$ cat src/common/dis_pkg.sv
package dis_pkg;
    // ****************************************
    // Clock and timing
    // ****************************************
    localparam int CLK_HZ = 100_000_000;
    localparam int DEB_LONG_MS = 3;
    localparam int DEB_SHORT_MS = 1;
    localparam int DEB_LONG_CYC = DEB_LONG_MS * (CLK_HZ / 1000);
    localparam int DEB_SHORT_CYC = DEB_SHORT_MS * (CLK_HZ / 1000);
    localparam int DEB_CNT_W = 20;

    // ****************************************
    // Serial word layout
    // ****************************************
    localparam int CHANNELS = 8;
    localparam int WORD_BITS = 11;
    localparam int POS_CHECK = 10;
    localparam int POS_SUPPLY = 9;
    localparam int POS_HOT = 8;
    localparam int POS_LAST_CH = 0;
    localparam logic [3:0] SHIFT_FULL = 4'hb;

    // ****************************************
    // Register offsets and reset values
    // ****************************************
    localparam logic [7:0] OFS_STATE = 8'h00;
    localparam logic [7:0] OFS_INT_STAT = 8'h04;
    localparam logic [7:0] OFS_INT_MASK = 8'h08;
    localparam logic [7:0] OFS_CTRL = 8'h0c;
    localparam logic [7:0] OFS_CAPTURE = 8'h10;
    localparam logic [7:0] OFS_SHIFT_WORD = 8'h14;
    localparam logic [5:0] INT_MASK_RST = 6'h00;
    localparam logic [2:0] CTRL_RST = 3'h0;
    // Idle pin levels: selects open, strobe and enable high
    localparam logic [16:0] PIN_IDLE = 17'h0018a;

    // ****************************************
    // Control and interrupt fields
    // ****************************************
    localparam int CTRL_OVR = 0;
    localparam int CTRL_SEL_LO = 1;
    localparam int CTRL_SEL_HI = 2;
    localparam int INT_W = 6;
    localparam int INT_CAPTURE = 0;
    localparam int INT_DRAINED = 1;
    localparam int INT_CHANGE = 2;
    localparam int INT_HOT = 3;
    localparam int INT_SHUTDOWN = 4;
    localparam int INT_SUPPLY = 5;

    // ****************************************
    // Link sequence states
    // ****************************************
    typedef enum logic [1:0] {
        DIS_IDLE = 2'b00,
        DIS_LOAD = 2'b01,
        DIS_SHIFT = 2'b11,
        DIS_DRAINED = 2'b10
    } dis_state_t;
endpackage

$ cat src/common/dis_shreg_if.sv
`timescale 1ns/1ps
interface dis_shreg_if;
    logic load_n;
    logic shift;
    logic ser_in;
    logic [10:0] par_word;
    logic [10:0] word;

    modport ctrl
    (
        output load_n,
        output shift,
        output ser_in,
        output par_word,
        input word
    );
    modport reg_side
    (
        input load_n,
        input shift,
        input ser_in,
        input par_word,
        output word
    );
endinterface

$ cat src/dis_debounce.sv
`timescale 1ns/1ps
module dis_debounce #(
    parameter int N = 8,
    parameter int LONG_CYC = 300000,
    parameter int SHORT_CYC = 100000
)
(
    // Clock and reset
    input wire logic clk_i,
    input wire logic rst_i,
    // Select levels, high means pin left open
    input wire logic sel_low_i,
    input wire logic sel_high_i,
    // Raw and filtered channels
    input wire logic [N-1:0] raw_i,
    output logic [N-1:0] stable_o
);
    localparam int CW = dis_pkg::DEB_CNT_W;

    logic [CW-1:0] cnt_reg [N];
    logic [CW-1:0] limit;
    logic bypass;

    // ****************************************
    // Interval select
    // ****************************************
    // Reserved select falls back to the long interval: safest choice
    always_comb
    begin
        bypass = 1'b0;
        limit = CW'(LONG_CYC - 1);
        if (sel_high_i && !sel_low_i)
            limit = CW'(SHORT_CYC - 1);
        else if (!sel_high_i && sel_low_i)
            bypass = 1'b1;
    end

    // ****************************************
    // Per channel persistence counters
    // ****************************************
    always_ff @(posedge clk_i)
    begin
        if (rst_i)
        begin
            stable_o <= '0;
            for (int i = 0; i < N; i++)
                cnt_reg[i] <= '0;
        end
        else
        begin
            for (int i = 0; i < N; i++)
            begin
                if (bypass || raw_i[i] == stable_o[i])
                begin
                    stable_o[i] <= raw_i[i];
                    cnt_reg[i] <= '0;
                end
                else if (cnt_reg[i] >= limit)
                begin
                    stable_o[i] <= raw_i[i];
                    cnt_reg[i] <= '0;
                end
                else
                    cnt_reg[i] <= cnt_reg[i] + 1'b1;
            end
        end
    end
endmodule

$ cat src/dis_shreg.sv
`timescale 1ns/1ps
module dis_shreg
(
    // Clock and reset
    input wire logic clk_i,
    input wire logic rst_i,
    // Control and data
    dis_shreg_if.reg_side sr
);
    logic [10:0] word_reg;

    assign sr.word = word_reg;

    // ****************************************
    // Load, shift or hold
    // ****************************************
    always_ff @(posedge clk_i)
    begin
        if (rst_i)
            word_reg <= '0;
        else if (!sr.load_n)
            word_reg <= sr.par_word;
        else if (sr.shift)
            word_reg <= {word_reg[9:0], sr.ser_in};
        // Otherwise hold
    end
endmodule

$ cat src/dis_top.sv
// The implementer's own choices: the placing of the registers and the Wishbone register port.
`timescale 1ns/1ps
module dis_top #(
    parameter int DEB_LONG_CYC = dis_pkg::DEB_LONG_CYC,
    parameter int DEB_SHORT_CYC = dis_pkg::DEB_SHORT_CYC
)
(
    // Clock and reset
    input wire logic clk_i,
    input wire logic rst_i,
    // Wishbone slave
    input wire logic wb_cyc_i,
    input wire logic wb_stb_i,
    input wire logic wb_we_i,
    input wire logic [7:0] wb_adr_i,
    input wire logic [3:0] wb_sel_i,
    input wire logic [31:0] wb_dat_i,
    output logic [31:0] wb_dat_o,
    output logic wb_ack_o,
    // Field side pins
    input wire logic [7:0] field_channel_i,
    input wire logic filter_select_low_i,
    input wire logic filter_select_high_i,
    // Status sensors
    input wire logic low_supply_flag_i,
    input wire logic temp_trip_i,
    input wire logic temp_shutdown_i,
    // Serial link pins
    input wire logic capture_strobe_n_i,
    input wire logic shift_clk_i,
    input wire logic shift_enable_n_i,
    input wire logic chain_in_i,
    output logic chain_out_o,
    output logic chain_out_oe_o,
    // Overtemperature pin
    output logic overtemp_flag_n_o,
    output logic overtemp_flag_n_oe_o,
    // Interrupt
    output logic irq_o
);
    localparam int NP = 17;

    // ****************************************
    // Pin synchronisers
    // ****************************************
    logic [NP-1:0] pin_meta_reg;
    logic [NP-1:0] pin_sync_reg;
    logic clk_seen_reg;

    always_ff @(posedge clk_i)
    begin
        // Idle levels in reset, so no false load follows release
        if (rst_i)
        begin
            pin_meta_reg <= dis_pkg::PIN_IDLE;
            pin_sync_reg <= dis_pkg::PIN_IDLE;
        end
        else
        begin
            pin_meta_reg <= {field_channel_i, filter_select_low_i,
                filter_select_high_i, low_supply_flag_i, temp_trip_i,
                temp_shutdown_i, capture_strobe_n_i, shift_clk_i,
                shift_enable_n_i, chain_in_i};
            pin_sync_reg <= pin_meta_reg;
        end
    end

    logic [7:0] ch_raw;
    logic sel_low_s;
    logic sel_high_s;
    logic supply_s;
    logic hot_s;
    logic shd_s;
    logic strobe_n_s;
    logic sclk_s;
    logic sen_n_s;
    logic chain_s;

    assign ch_raw = pin_sync_reg[16:9];
    assign sel_low_s = pin_sync_reg[8];
    assign sel_high_s = pin_sync_reg[7];
    assign supply_s = pin_sync_reg[6];
    assign hot_s = pin_sync_reg[5];
    assign shd_s = pin_sync_reg[4];
    assign strobe_n_s = pin_sync_reg[3];
    assign sclk_s = pin_sync_reg[2];
    assign sen_n_s = pin_sync_reg[1];
    assign chain_s = pin_sync_reg[0];

    // Third stage only for edge finding; the link clock is sampled
    always_ff @(posedge clk_i)
    begin
        if (rst_i)
            clk_seen_reg <= 1'b0;
        else
            clk_seen_reg <= sclk_s;
    end

    logic sclk_rise;
    assign sclk_rise = sclk_s && !clk_seen_reg;

    // ****************************************
    // Control register and filter
    // ****************************************
    logic [2:0] ctrl_reg;
    logic sel_low_eff;
    logic sel_high_eff;
    logic [7:0] ch_stable;

    assign sel_low_eff = ctrl_reg[dis_pkg::CTRL_OVR]
        ? ctrl_reg[dis_pkg::CTRL_SEL_LO] : sel_low_s;
    assign sel_high_eff = ctrl_reg[dis_pkg::CTRL_OVR]
        ? ctrl_reg[dis_pkg::CTRL_SEL_HI] : sel_high_s;

    dis_debounce #(
        .N(dis_pkg::CHANNELS),
        .LONG_CYC(DEB_LONG_CYC),
        .SHORT_CYC(DEB_SHORT_CYC)
    ) u_deb (
        .clk_i(clk_i),
        .rst_i(rst_i),
        .sel_low_i(sel_low_eff),
        .sel_high_i(sel_high_eff),
        .raw_i(ch_raw),
        .stable_o(ch_stable)
    );

    // ****************************************
    // Parallel word with check bit
    // ****************************************
    function automatic logic [10:0] dis_pack(input logic [7:0] ch,
                                             input logic sup,
                                             input logic hot_n);
        logic [10:0] w;
        w = '0;
        for (int i = 0; i < dis_pkg::CHANNELS; i++)
            w[dis_pkg::POS_LAST_CH + 7 - i] = ch[i];
        w[dis_pkg::POS_SUPPLY] = sup;
        w[dis_pkg::POS_HOT] = hot_n;
        w[dis_pkg::POS_CHECK] = ~^w[9:0];
        return w;
    endfunction

    logic [10:0] par_word_reg;

    // Rebuilt every cycle, so any status change refreshes the check bit
    always_ff @(posedge clk_i)
    begin
        if (rst_i)
            par_word_reg <= dis_pack('0, 1'b0, 1'b1);
        else
            par_word_reg <= dis_pack(ch_stable, supply_s, !hot_s);
    end

    // ****************************************
    // Shift register
    // ****************************************
    dis_shreg_if sr();

    assign sr.load_n = strobe_n_s;
    assign sr.shift = strobe_n_s && !sen_n_s && sclk_rise;
    assign sr.ser_in = chain_s;
    assign sr.par_word = par_word_reg;

    dis_shreg u_sr (
        .clk_i(clk_i),
        .rst_i(rst_i),
        .sr(sr)
    );

    // ****************************************
    // Link sequence tracking
    // ****************************************
    dis_pkg::dis_state_t state_reg;
    logic [3:0] shift_cnt_reg;
    logic [10:0] capture_reg;
    logic ev_capture;
    logic ev_drained;

    assign ev_capture = (state_reg == dis_pkg::DIS_LOAD) && strobe_n_s;
    assign ev_drained = (state_reg == dis_pkg::DIS_SHIFT) && sr.shift
        && (shift_cnt_reg == dis_pkg::SHIFT_FULL - 4'h1);

    always_ff @(posedge clk_i)
    begin
        if (rst_i)
            state_reg <= dis_pkg::DIS_IDLE;
        else if (!strobe_n_s)
            state_reg <= dis_pkg::DIS_LOAD;
        else
        begin
            case (state_reg)
                dis_pkg::DIS_IDLE:
                    state_reg <= dis_pkg::DIS_IDLE;
                dis_pkg::DIS_LOAD:
                    state_reg <= dis_pkg::DIS_SHIFT;
                dis_pkg::DIS_SHIFT:
                    if (ev_drained)
                        state_reg <= dis_pkg::DIS_DRAINED;
                dis_pkg::DIS_DRAINED:
                    state_reg <= dis_pkg::DIS_DRAINED;
                default:
                    state_reg <= dis_pkg::DIS_IDLE;
            endcase
        end
    end

    // Counter saturates; cascaded words keep shifting through
    always_ff @(posedge clk_i)
    begin
        if (rst_i || !strobe_n_s)
            shift_cnt_reg <= '0;
        else if (sr.shift && shift_cnt_reg != dis_pkg::SHIFT_FULL)
            shift_cnt_reg <= shift_cnt_reg + 4'h1;
    end

    always_ff @(posedge clk_i)
    begin
        if (rst_i)
            capture_reg <= '0;
        else if (ev_capture)
            capture_reg <= sr.word;
    end

    // ****************************************
    // Pin outputs
    // ****************************************
    always_ff @(posedge clk_i)
    begin
        if (rst_i)
        begin
            chain_out_o <= 1'b0;
            chain_out_oe_o <= 1'b0;
            overtemp_flag_n_o <= 1'b1;
            overtemp_flag_n_oe_o <= 1'b0;
        end
        else
        begin
            chain_out_o <= sr.word[dis_pkg::POS_CHECK];
            chain_out_oe_o <= !shd_s;
            overtemp_flag_n_o <= !hot_s;
            overtemp_flag_n_oe_o <= !shd_s;
        end
    end

    // ****************************************
    // Event detection
    // ****************************************
    logic [7:0] ch_prev_reg;
    logic hot_prev_reg;
    logic shd_prev_reg;
    logic sup_prev_reg;
    logic [5:0] events;

    always_ff @(posedge clk_i)
    begin
        if (rst_i)
        begin
            ch_prev_reg <= '0;
            hot_prev_reg <= 1'b0;
            shd_prev_reg <= 1'b0;
            sup_prev_reg <= 1'b0;
        end
        else
        begin
            ch_prev_reg <= ch_stable;
            hot_prev_reg <= hot_s;
            shd_prev_reg <= shd_s;
            sup_prev_reg <= supply_s;
        end
    end

    always_comb
    begin
        events = '0;
        events[dis_pkg::INT_CAPTURE] = ev_capture;
        events[dis_pkg::INT_DRAINED] = ev_drained;
        events[dis_pkg::INT_CHANGE] = ch_stable != ch_prev_reg;
        events[dis_pkg::INT_HOT] = hot_s && !hot_prev_reg;
        events[dis_pkg::INT_SHUTDOWN] = shd_s && !shd_prev_reg;
        events[dis_pkg::INT_SUPPLY] = supply_s != sup_prev_reg;
    end

    // ****************************************
    // Wishbone slave
    // ****************************************
    logic [5:0] int_stat_reg;
    logic [5:0] int_mask_reg;
    logic bus_req;
    logic wr_stb;
    logic [31:0] rd_data;

    // One wait state: ack is registered and drops after one cycle
    assign bus_req = wb_cyc_i && wb_stb_i && !wb_ack_o;
    assign wr_stb = bus_req && wb_we_i && wb_sel_i[0];

    always_comb
    begin
        rd_data = '0;
        case (wb_adr_i)
            dis_pkg::OFS_STATE:
                rd_data = {14'h0000, shift_cnt_reg, state_reg,
                    par_word_reg[dis_pkg::POS_CHECK], shd_s, hot_s,
                    supply_s, ch_stable};
            dis_pkg::OFS_INT_STAT:
                rd_data = {26'h0000000, int_stat_reg};
            dis_pkg::OFS_INT_MASK:
                rd_data = {26'h0000000, int_mask_reg};
            dis_pkg::OFS_CTRL:
                rd_data = {29'h00000000, ctrl_reg};
            dis_pkg::OFS_CAPTURE:
                rd_data = {21'h000000, capture_reg};
            dis_pkg::OFS_SHIFT_WORD:
                rd_data = {21'h000000, sr.word};
            default:
                rd_data = '0;
        endcase
    end

    always_ff @(posedge clk_i)
    begin
        if (rst_i)
        begin
            wb_ack_o <= 1'b0;
            wb_dat_o <= '0;
        end
        else
        begin
            wb_ack_o <= bus_req;
            wb_dat_o <= bus_req ? rd_data : '0;
        end
    end

    always_ff @(posedge clk_i)
    begin
        if (rst_i)
        begin
            ctrl_reg <= dis_pkg::CTRL_RST;
            int_mask_reg <= dis_pkg::INT_MASK_RST;
        end
        else if (wr_stb)
        begin
            if (wb_adr_i == dis_pkg::OFS_CTRL)
                ctrl_reg <= wb_dat_i[2:0];
            if (wb_adr_i == dis_pkg::OFS_INT_MASK)
                int_mask_reg <= wb_dat_i[5:0];
        end
    end

    // New events win over a write-one clear in the same cycle
    always_ff @(posedge clk_i)
    begin
        if (rst_i)
            int_stat_reg <= '0;
        else if (wr_stb && wb_adr_i == dis_pkg::OFS_INT_STAT)
            int_stat_reg <= (int_stat_reg & ~wb_dat_i[5:0]) | events;
        else
            int_stat_reg <= int_stat_reg | events;
    end

    always_ff @(posedge clk_i)
    begin
        if (rst_i)
            irq_o <= 1'b0;
        else
            irq_o <= |(int_stat_reg & int_mask_reg);
    end
endmodule

$ cat config.mk
export PLATFORM = sky130hd
export DESIGN_NAME = dis_top
export DESIGN_NICKNAME = d
export VERILOG_FILES = /design/src/common/dis_pkg.sv /design/src/common/dis_shreg_if.sv /design/src/dis_debounce.sv /design/src/dis_shreg.sv /design/src/dis_top.sv
export SDC_FILE = /design/constraint.sdc
export NUM_CORES = 1
export LEC_CHECK = 0
export BUFFER_PORTS_ARGS = -buffer_cell sky130_fd_sc_hd__buf_2
export CAP_MARGIN = 15
export CELL_PAD_IN_SITES_DETAIL_PLACEMENT = 1
export CELL_PAD_IN_SITES_GLOBAL_PLACEMENT = 2
export CORE_MARGIN = 10
export CORE_UTILIZATION = 30
export DETAILED_ROUTE_END_ITERATION = 8
export PLACE_DENSITY_LB_ADDON = 0.1
export SYNTH_ARGS = -nofsm -noshare
export SYNTH_HDL_FRONTEND = slang
export SYNTH_SLANG_ARGS = --single-unit
$ cat constraint.sdc
create_clock -name clk_i -period 3.25 [get_ports clk_i]
set_input_delay 0.65 -clock clk_i [delete_from_list [all_inputs] [get_ports clk_i]]
set_output_delay 0.65 -clock clk_i [all_outputs]
set_load 0.05 [all_outputs]
==> out/results.ini, run 1 <==
[outcome]
outcome = finished, final reports clean

[setup_path]
slowest_delay_ps = 530
rrSetupSlack_ps = 270
worst-setup-path-type = register to register
timing.rr.end = u_deb.cnt_reg[0][152]
crit_top_cell = buf_4
crit_start = ctrl_reg[0]
required_ps = 3660
slowest_stage = or4_4
crit_path_max_fanout = 19
endpoint_kind = register
r2r_cells = 13
path_cells = buf_4 > nor3b_4 > nor2_4 > buf_4 > ha_1 > nand4b_1 > nor3_1 > a31oi_1 > o21ai_0 > or4_4 > a2bb2oi_4 > buf_12 > nor2_1
crit_path_start_kind = register
crit_arrival_ps = 3390
r2r-start = ctrl_reg[0]
critPathCapture = u_deb.cnt_reg[0][152]

[clock_network]
clockBufferDepth = 3
cts_tree = yes
clk_pin_slew_ps = 60
cts_sinks = 281
cts-htree-levels = 2
cts_buffers = 37
clk_latency_ps = 560
ctsRootBufferMaster = clkbuf_16

[synthesis]
synth-edff-count = 160
synth_area_per_cell_um2 = 10.1
yosysSeqAreaShare_pct = 50.6
synth_cell_types = 81
async_reset_ff_share_pct = 0
synth_top_area_cell = edfxtp_1
ys_ff_latch = 281
yosys-top-cells-area = edfxtp_1, dfxtp_1, nor2_1
syn_area_um2 = 14300
syn_inst = 1408
yosysWarnings = 0
synth_ff_type = edfxtp_1
synth.most_common_cell = nor2_1
synth_top_area_share_pct = 33.6
yosys-top-cells-count = nor2_1, edfxtp_1, dfxtp_1, xor2_1, nand2_1

[layout]
area_growth_pct = 20.5
utilization_pct = 36.7
largest_reg_flops = 160
drive_gt1_share_pct = 11.6
insertedDiodeCount = 0
postLayoutCellArea_um2 = 17200
fin_nets = 1736
fillers = 5375

[timing]
layout_setup_ws_ps = 267
period_share_pct = 91.8
tns_ps = 0
setup_viol = 0
hold_ws_ps = 273
finClkSkew_ps = 22.6
slew_viol_final = 0
rsz0062_at_grt = no
fmax_mhz = 335
hold_viol = 0
relSlewSlack_pct = 51.3
tightest_slew_ps = 730
post-route-min-period_ps = 2980

[route]
vias = 10447
wire_per_inst_um = 15.2
drtIter0Drc = 432
finalWirelength_mm = 34.7
drc = 0
via_per_inst = 4.59
antenna_left = 0
dr.pass1.iters = 4

[floorplan]
die_height_um = 238
core_area_um2 = 46900
die_w_um = 238
rows = 79
io_pins = 104
initial_core_util_pct = 30.5
die-area_um2 = 56700

[place]
pre_cts_ws_ps = 126
place_congestion = 0.728
place_hpwl_mm = 24.7
dpl_cell_area_um2 = 15900
portBuffers = 60

[global_route]
antenna_found_initial = 0
overflow = 0
grt_pass1_vias = 10804
grt_usage_pct = 12.4
grt_pass1_wl_mm = 57.5
grt_max_degree = 57

[job]
cap_viol_max_count = 0

[power_and_ir_drop]
ir_worst_vdd_mv = 0.342
power_density_nw_per_um2 = 506
p_leak_nw = 6.55

[worst_hold_path]
hp-class = primary input to register

## metal layers
layer / vias up / routed length, µm / GRT usage, %
met4: 0 / 737 / 3.51
met1: 5030 / 16800 / 16.3
met5: - / 0 / 0
met3: 53 / 1360 / 2.79
met2: 108 / 15800 / 20.1
li1: 5256 / - / -
## metrics by stage
| step | std cells | total power, mW |
|---|---|---|
| 2_1_floorplan | 1588 | 4.47 |
| 3_3_place_gp | 2211 | 4.63 |
| 3_5_place_dp | 2211 | 4.63 |
| 4_1_cts | 2277 | 8.88 |
| 5_1_grt | 2278 | 9.12 |
| 6_report | 2278 | 8.70 |
## cells in the final DEF (no fill, tap or decap), drive strengths merged, types with 10 or more instances in the layout
| master | Yosys | final |
|---|---|---|
| buf | 33 | 90 |
| nand2 | 81 | 81 |
| a211oi | 17 | 17 |
| and4 | 14 | 14 |
| and3 | 29 | 29 |
| ha | 26 | 26 |
| mux2i | 36 | 36 |
| clkbuf | 40 | 54 |
| inv | 31 | 32 |
| mux2 | 10 | 10 |
| edfxtp | 160 | 160 |
| nand4 | 36 | 36 |
| clkinv | 0 | 10 |
| a31oi | 10 | 10 |
| nor3 | 36 | 36 |
| xor2 | 99 | 99 |
| or2 | 10 | 10 |
| a21oi | 22 | 22 |
| xnor2 | 63 | 63 |
| o21ai | 21 | 21 |
| nor2b | 51 | 51 |
| nor2 | 263 | 263 |
| nand3 | 73 | 73 |
| dfxtp | 121 | 121 |
| conb | 2 | 182 |
## worst max-delay path: cells and delay by family (launching register included)
| family | cells | cell delay (ps) |
|---|---|---|
| and+or+nand+nor | 6 | 1220 |
| buffers and inverters | 3 | 530 |
| AOI/OAI and AO/OA | 3 | 430 |
| adders and majority gates | 1 | 300 |
| DFF | 1 | 360 |
## power by group
part	total [mW]	internal (mW)	switching [mW]
Sequential	4.04	3.89	0.149
Clock	4.15	2.52	1.63
Combinational	0.512	0.200	0.312
## worst min-delay path by stage
stage | from | end | slack, ps | cells past startpoint
3_5_place_dp | pin_meta_reg[7] | pin_sync_reg[7] | 400 | 1
4_1_cts | filter_select_low_i | pin_meta_reg[8] | 230 | 2
6_report | filter_select_low_i | pin_meta_reg[8] | 270 | 2
5_1_grt | shift_enable_n_i | pin_meta_reg[1] | 240 | 2
3_3_place_gp | pin_meta_reg[1] | pin_sync_reg[1] | 400 | 1
2_1_floorplan | pin_meta_reg[1] | pin_sync_reg[1] | 390 | 1
## cell type report
type	instances	area, µm²	area share [%]
Tap cell	607	759	4.41
Clock buffer	54	1140	6.60
Multi-Input combinational cell	1203	7240	42.1
Sequential cell	281	7230	42.0
Timing Repair Buffer	90	616	3.58
Inverter	31	119	0.691
Clock inverter	12	109	0.633
## kinds of logic (layout without fill, tap and decap cells)
| kind of cell | count (synthesis) | count (layout) | synth area share (%) |
|---|---|---|---|
| multiplexers | 49 | 49 | 3.78 |
| AND/OR/NAND/NOR | 655 | 655 | 23.1 |
| XOR/XNOR | 162 | 162 | 9.93 |
| other | 2 | 182 | 0.0526 |
| adder cells (fa/ha/maj) | 26 | 26 | 2.28 |
| AO/OA/AOI/OAI | 129 | 129 | 6.67 |
| flip-flops | 281 | 281 | 50.6 |
| buffers and inverters | 104 | 187 | 3.56 |
## repair_timing
item	in CTS	in global routing
resized for setup	0	1
setup buffers	0	1
hold buffers	0	0
endpoints found under the setup margin	0	21
(Power assumes the default switching activity.)
==> inputs of run 2 (changes only) <==
- CORE_UTILIZATION: 30 -> 40
==> out/results.ini, run 2 (synthesized netlist as in run 1, its figures left out) <==
[outcome]
outcome = finished, final reports clean

[setup_path]
crit_start = ctrl_reg[0]
worst-setup-path-type = register to register
critPathBufInv = 3
crit_path_max_fanout = 9
crit_family = compound AO/OA/AOI/OAI gates
required_ps = 3610
crit_cells = 12
rrSetupSlack_ps = 220
crit_top_cell = buf_4
slowest_delay_ps = 470
slowest_stage = a2111o_1
critPathCapture = u_deb.cnt_reg[0][52]
crit_path_start_kind = register
path_cells = buf_4 > nor3b_4 > nor2_4 > buf_4 > ha_1 > and2_1 > o311ai_2 > nand3_1 > a2111o_1 > a211o_1 > buf_4 > nor2_4
endpoint_kind = register
r2r-start = ctrl_reg[0]
timing.rr.end = u_deb.cnt_reg[0][52]
crit_arrival_ps = 3390
r2r_cells = 12

[power_and_ir_drop]
p_total_mw = 8.26
p_int_mw = 6.35
switching_share_pct = 23.1
power_density_nw_per_um2 = 491
seqPwrFrac_pct = 48.9
p_leak_nw = 6.45
ir_worst_vdd_mv = 0.336
power.switching_mw = 1.91
pwr-share-comb_pct = 6.2
clock_power_share_pct = 44.9

[layout]
final_cell_mix = nor2_1, conb_1, edfxtp_1, dfxtp_1, xor2_1
regArea_um2 = 7230
final_cells = 2131
fillers = 4061
multi_input_area_um2 = 7240
area_growth_pct = 17.8
drive_gt1_share_pct = 11.1
fin_nets = 1737
final_common_cell = nor2_1
largest_reg_flops = 160
insertedDiodeCount = 0

[clock_network]
ctsRootBufferMaster = clkbuf_16
cts-htree-levels = 2
clockBufferDepth = 3
cts_buffers = 35
cts_tree = yes
clk_pin_slew_ps = 50
cts_hold_buf = 0
cts_sinks = 281
clk_latency_ps = 500

[timing]
relSlewSlack_pct = 48.6
tightest_slew_ps = 770
layout_setup_ws_ps = 219
post-route-min-period_ps = 3030
fmax_mhz = 330
setup_viol = 0
slew_viol_final = 0
period_share_pct = 93.3
finClkSkew_ps = 12.6
hold_viol = 0
tns_ps = 0
rsz0062_at_grt = no

[place]
place_hpwl_mm = 23.7
portBuffers = 60
place_congestion = 0.753
pre_cts_ws_ps = 70.9
placed_cells = 2066

[floorplan]
rows = 69
die-area_um2 = 43700
io_pins = 104
die_w_um = 209
initial_core_util_pct = 40.4
core_area_um2 = 35400
die_height_um = 209

[route]
antenna_left = 0
drc = 0
wire_per_inst_um = 15.6
dr.pass1.iters = 4
finalWirelength_mm = 33.3
vias = 10580
drtIter0Drc = 407
via_per_inst = 4.96

[global_route]
antenna_found_initial = 0
grt_usage_pct = 15.1
overflow = 0
grt_pass1_wl_mm = 55.8
grt_pass1_vias = 10912
grt_max_degree = 43

[worst_hold_path]
hp-class = primary input to register
min_path_cells = 2

[job]
cap_viol_max_count = 0

==> run 2: cell count changes in the layout (fill, tap and decap cells not counted) <==
cell       delta
clkbuf_1      +8
buf_4         +7
clkinv_2      -6
clkbuf_16     -5
buf_12        -4
a2111oi_0     -1
a2111oi_1     +1
clkinv_8      -1
inv_16        -1
inv_4         +1
o21ai_2       +1
o21ai_4       -1
==> run 2: what timing repair did <==
item / in CTS / in global routing
endpoints found under the setup margin: 0 / 75
resized for setup: 0 / 1
setup buffers: 0 / 3
==> run 2: power groups by stage <==
stage / Sequential [mW] / Combinational, mW / Clock, mW
floorplan: 4.06 / 0.404 / 0
global placement: 4.11 / 0.496 / 0
detailed placement: 4.12 / 0.504 / 0
CTS: 4.04 / 0.508 / 3.85
global route: 4.06 / 0.576 / 4.00
finish: 4.04 / 0.509 / 3.71
==> run 2: how the worst min path moves through the flow <==
stage | startpoint | endpoint | slack (ps)
after floorplan | pin_meta_reg[1] | pin_sync_reg[1] | 390
after global placement | pin_meta_reg[3] | pin_sync_reg[3] | 400
after detailed placement | pin_meta_reg[8] | pin_sync_reg[8] | 400
after CTS | capture_strobe_n_i | pin_meta_reg[3] | 310
after global routing | capture_strobe_n_i | pin_meta_reg[3] | 330
final | capture_strobe_n_i | pin_meta_reg[3] | 330
==> run 2: final cells by class <==
cell class / instances / share of cell area [%]
multi-input combinational: 1203 / 43.0
sequential: 281 / 42.9
clock buffer: 57 / 6.18
timing repair buffer: 93 / 3.49
tap: 461 / 3.43
inverter: 31 / 0.706
clock inverter: 5 / 0.290
==> run 2: metal layers <==
layer  part of all wire [%]  wire, µm  vias to the layer above  track usage [%]
met2                     47     15700                      123             25.5
met5                      0         0                        -                0
met3                    3.5      1170                       36             2.43
met4                    1.6       533                        0             3.50
li1                       -         -                     5267                -
met1                     48     15900                     5154             19.8
==> run 2: worst register-to-register path, stage by stage (launching register included) <==
cell,delay [ps]
dfxtp_1,430
buf_4,170
nor3b_4,50
nor2_4,290
buf_4,210
ha_1,240
and2_1,180
o311ai_2,90
nand3_1,110
a2111o_1,470
a211o_1,330
buf_4,220
nor2_4,120
==> run 2: through the flow <==
stage / hold WS (ps) / cell area, µm² / utilization (%)
after floorplan: 389 / 15000 / -
after global placement: 401 / 15700 / 44.4
after detailed placement: 403 / 15700 / 44.4
after CTS: 315 / 16800 / 47.5
after global routing: 325 / 16800 / 47.6
final: 335 / 16800 / 47.6
==> inputs of run 3 (changes only) <==
- SETUP_SLACK_MARGIN: not set -> 0.5
==> out/results.ini, run 3 (synthesized netlist as in run 1, its figures left out) <==
[outcome]
outcome = finished, final reports clean

[route]
dr.pass1.iters = 4
wire_per_inst_um = 16.4
vias = 10697
finalWirelength_mm = 35.5
drc = 0
via_per_inst = 4.96
drtIter0Drc = 391
antenna_left = 0

[layout]
insertedDiodeCount = 0
final_cells = 2157
final_cell_mix = nor2_1, conb_1, edfxtp_1, dfxtp_1, xor2_1
fin_nets = 1763
final_common_cell = nor2_1
drive_gt1_share_pct = 16.0
area_growth_pct = 22.9
largest_reg_flops = 160

[setup_path]
critPathCapture = u_deb.cnt_reg[0][143]
crit_start = ctrl_reg[0]
required_ps = 3630
r2r-start = ctrl_reg[0]
crit_path_start_kind = register
slowest_delay_ps = 550
worst-setup-path-type = register to register
crit_arrival_ps = 3120
crit_path_max_fanout = 19
r2r_cells = 12
path_cells = and3b_2 > nor2_4 > buf_12 > ha_4 > nand4b_1 > nor3_1 > a31oi_1 > o21ai_1 > or4_4 > a2bb2oi_4 > buf_12 > nor2_1
rrSetupSlack_ps = 510
slowest_stage = or4_4
endpoint_kind = register
timing.rr.end = u_deb.cnt_reg[0][143]
crit_top_cell = buf_12

[clock_network]
clk_latency_ps = 530
ctsRootBufferMaster = clkbuf_16
cts_sinks = 281
cts_buffers = 35
cts_tree = yes
cts_hold_buf = 0
clk_pin_slew_ps = 60
cts-htree-levels = 2
clockBufferDepth = 3

[timing]
hold_ws_ps = 293
post-route-min-period_ps = 2740
rsz0062_at_grt = yes
setup_viol = 0
finClkSkew_ps = 9.75
period_share_pct = 84.3
tightest_slew_ps = 1110
tns_ps = 0
relSlewSlack_pct = 25.6
slew_viol_final = 0
hold_viol = 0
fmax_mhz = 365
layout_setup_ws_ps = 510

[place]
portBuffers = 60
place_congestion = 0.737
place_hpwl_mm = 24.0
placed_cells = 2066
pre_cts_ws_ps = -88.5

[global_route]
grt_pass1_vias = 11072
antenna_found_initial = 0
grt_usage_pct = 15.9
grt_max_degree = 40
grt_pass1_wl_mm = 57.5
overflow = 0

[floorplan]
rows = 69
core_area_um2 = 35400
io_pins = 104
die_w_um = 209
die-area_um2 = 43700
die_height_um = 209
initial_core_util_pct = 40.4

[power_and_ir_drop]
p_leak_nw = 6.73
p_total_mw = 8.38
ir_worst_vdd_mv = 0.347
power_density_nw_per_um2 = 477

[job]
cap_viol_max_count = 0

[worst_hold_path]
hp-class = primary input to register

-- run 3: critical path, delay by kind of cell, from the launching register on --
family,cells,cell delay (ps)
AO/OA/AOI/OAI,3,440
flip-flops,1,360
AND/OR/NAND/NOR,6,1200
adder cells (fa/ha/maj),1,210
buffers and inverters,2,350
-- run 3: per-stage QoR --
stage | area [µm²] | utilization [%]
2_1_floorplan | 15000 | -
3_3_place_gp | 15800 | 44.6
3_5_place_dp | 15800 | 44.6
4_1_cts | 17100 | 48.4
5_1_grt | 17600 | 49.6
6_report | 17600 | 49.6
-- run 3: worst min-delay path by stage --
stage                         from  cells past startpoint  slack [ps]              end
2_1_floorplan      pin_meta_reg[1]                      1         390  pin_sync_reg[1]
3_3_place_gp       pin_meta_reg[3]                      1         390  pin_sync_reg[3]
3_5_place_dp       pin_meta_reg[3]                      1         400  pin_sync_reg[3]
4_1_cts        filter_select_low_i                      2         260  pin_meta_reg[8]
5_1_grt        filter_select_low_i                      2         270  pin_meta_reg[8]
6_report       filter_select_low_i                      2         290  pin_meta_reg[8]
-- run 3: area by class of cell --
| cell class | instances | area [µm²] |
|---|---|---|
| fill | 3965 | 17800 |
| sequential | 281 | 7230 |
| tap | 461 | 577 |
| timing repair buffer | 113 | 878 |
| inverter | 31 | 119 |
| multi-input combinational | 1209 | 7640 |
| clock inverter | 6 | 31.3 |
| clock buffer | 56 | 1080 |
-- run 3: per-layer routing --
metal | track usage (%) | up-vias | wire length (µm)
li1 | - | 5336 | -
met1 | 20.5 | 5173 | 16600
met2 | 26.3 | 140 | 16800
met3 | 3.40 | 48 | 1430
met4 | 4.12 | 0 | 655
met5 | 0 | - | 0
-- run 3: repair_timing --
item,CTS,global route
cloned,3,8
setup buffers,13,5
setup endpoints to repair,160,157
resized for setup,15,60
pin swaps,8,21
-- run 3: report_power, final --
part	leakage, nW	total (mW)	switching, mW	internal (mW)
combinational	3.56	0.576	0.346	0.230
clock	0.542	3.75	1.49	2.26
sequential	2.63	4.05	0.155	3.89
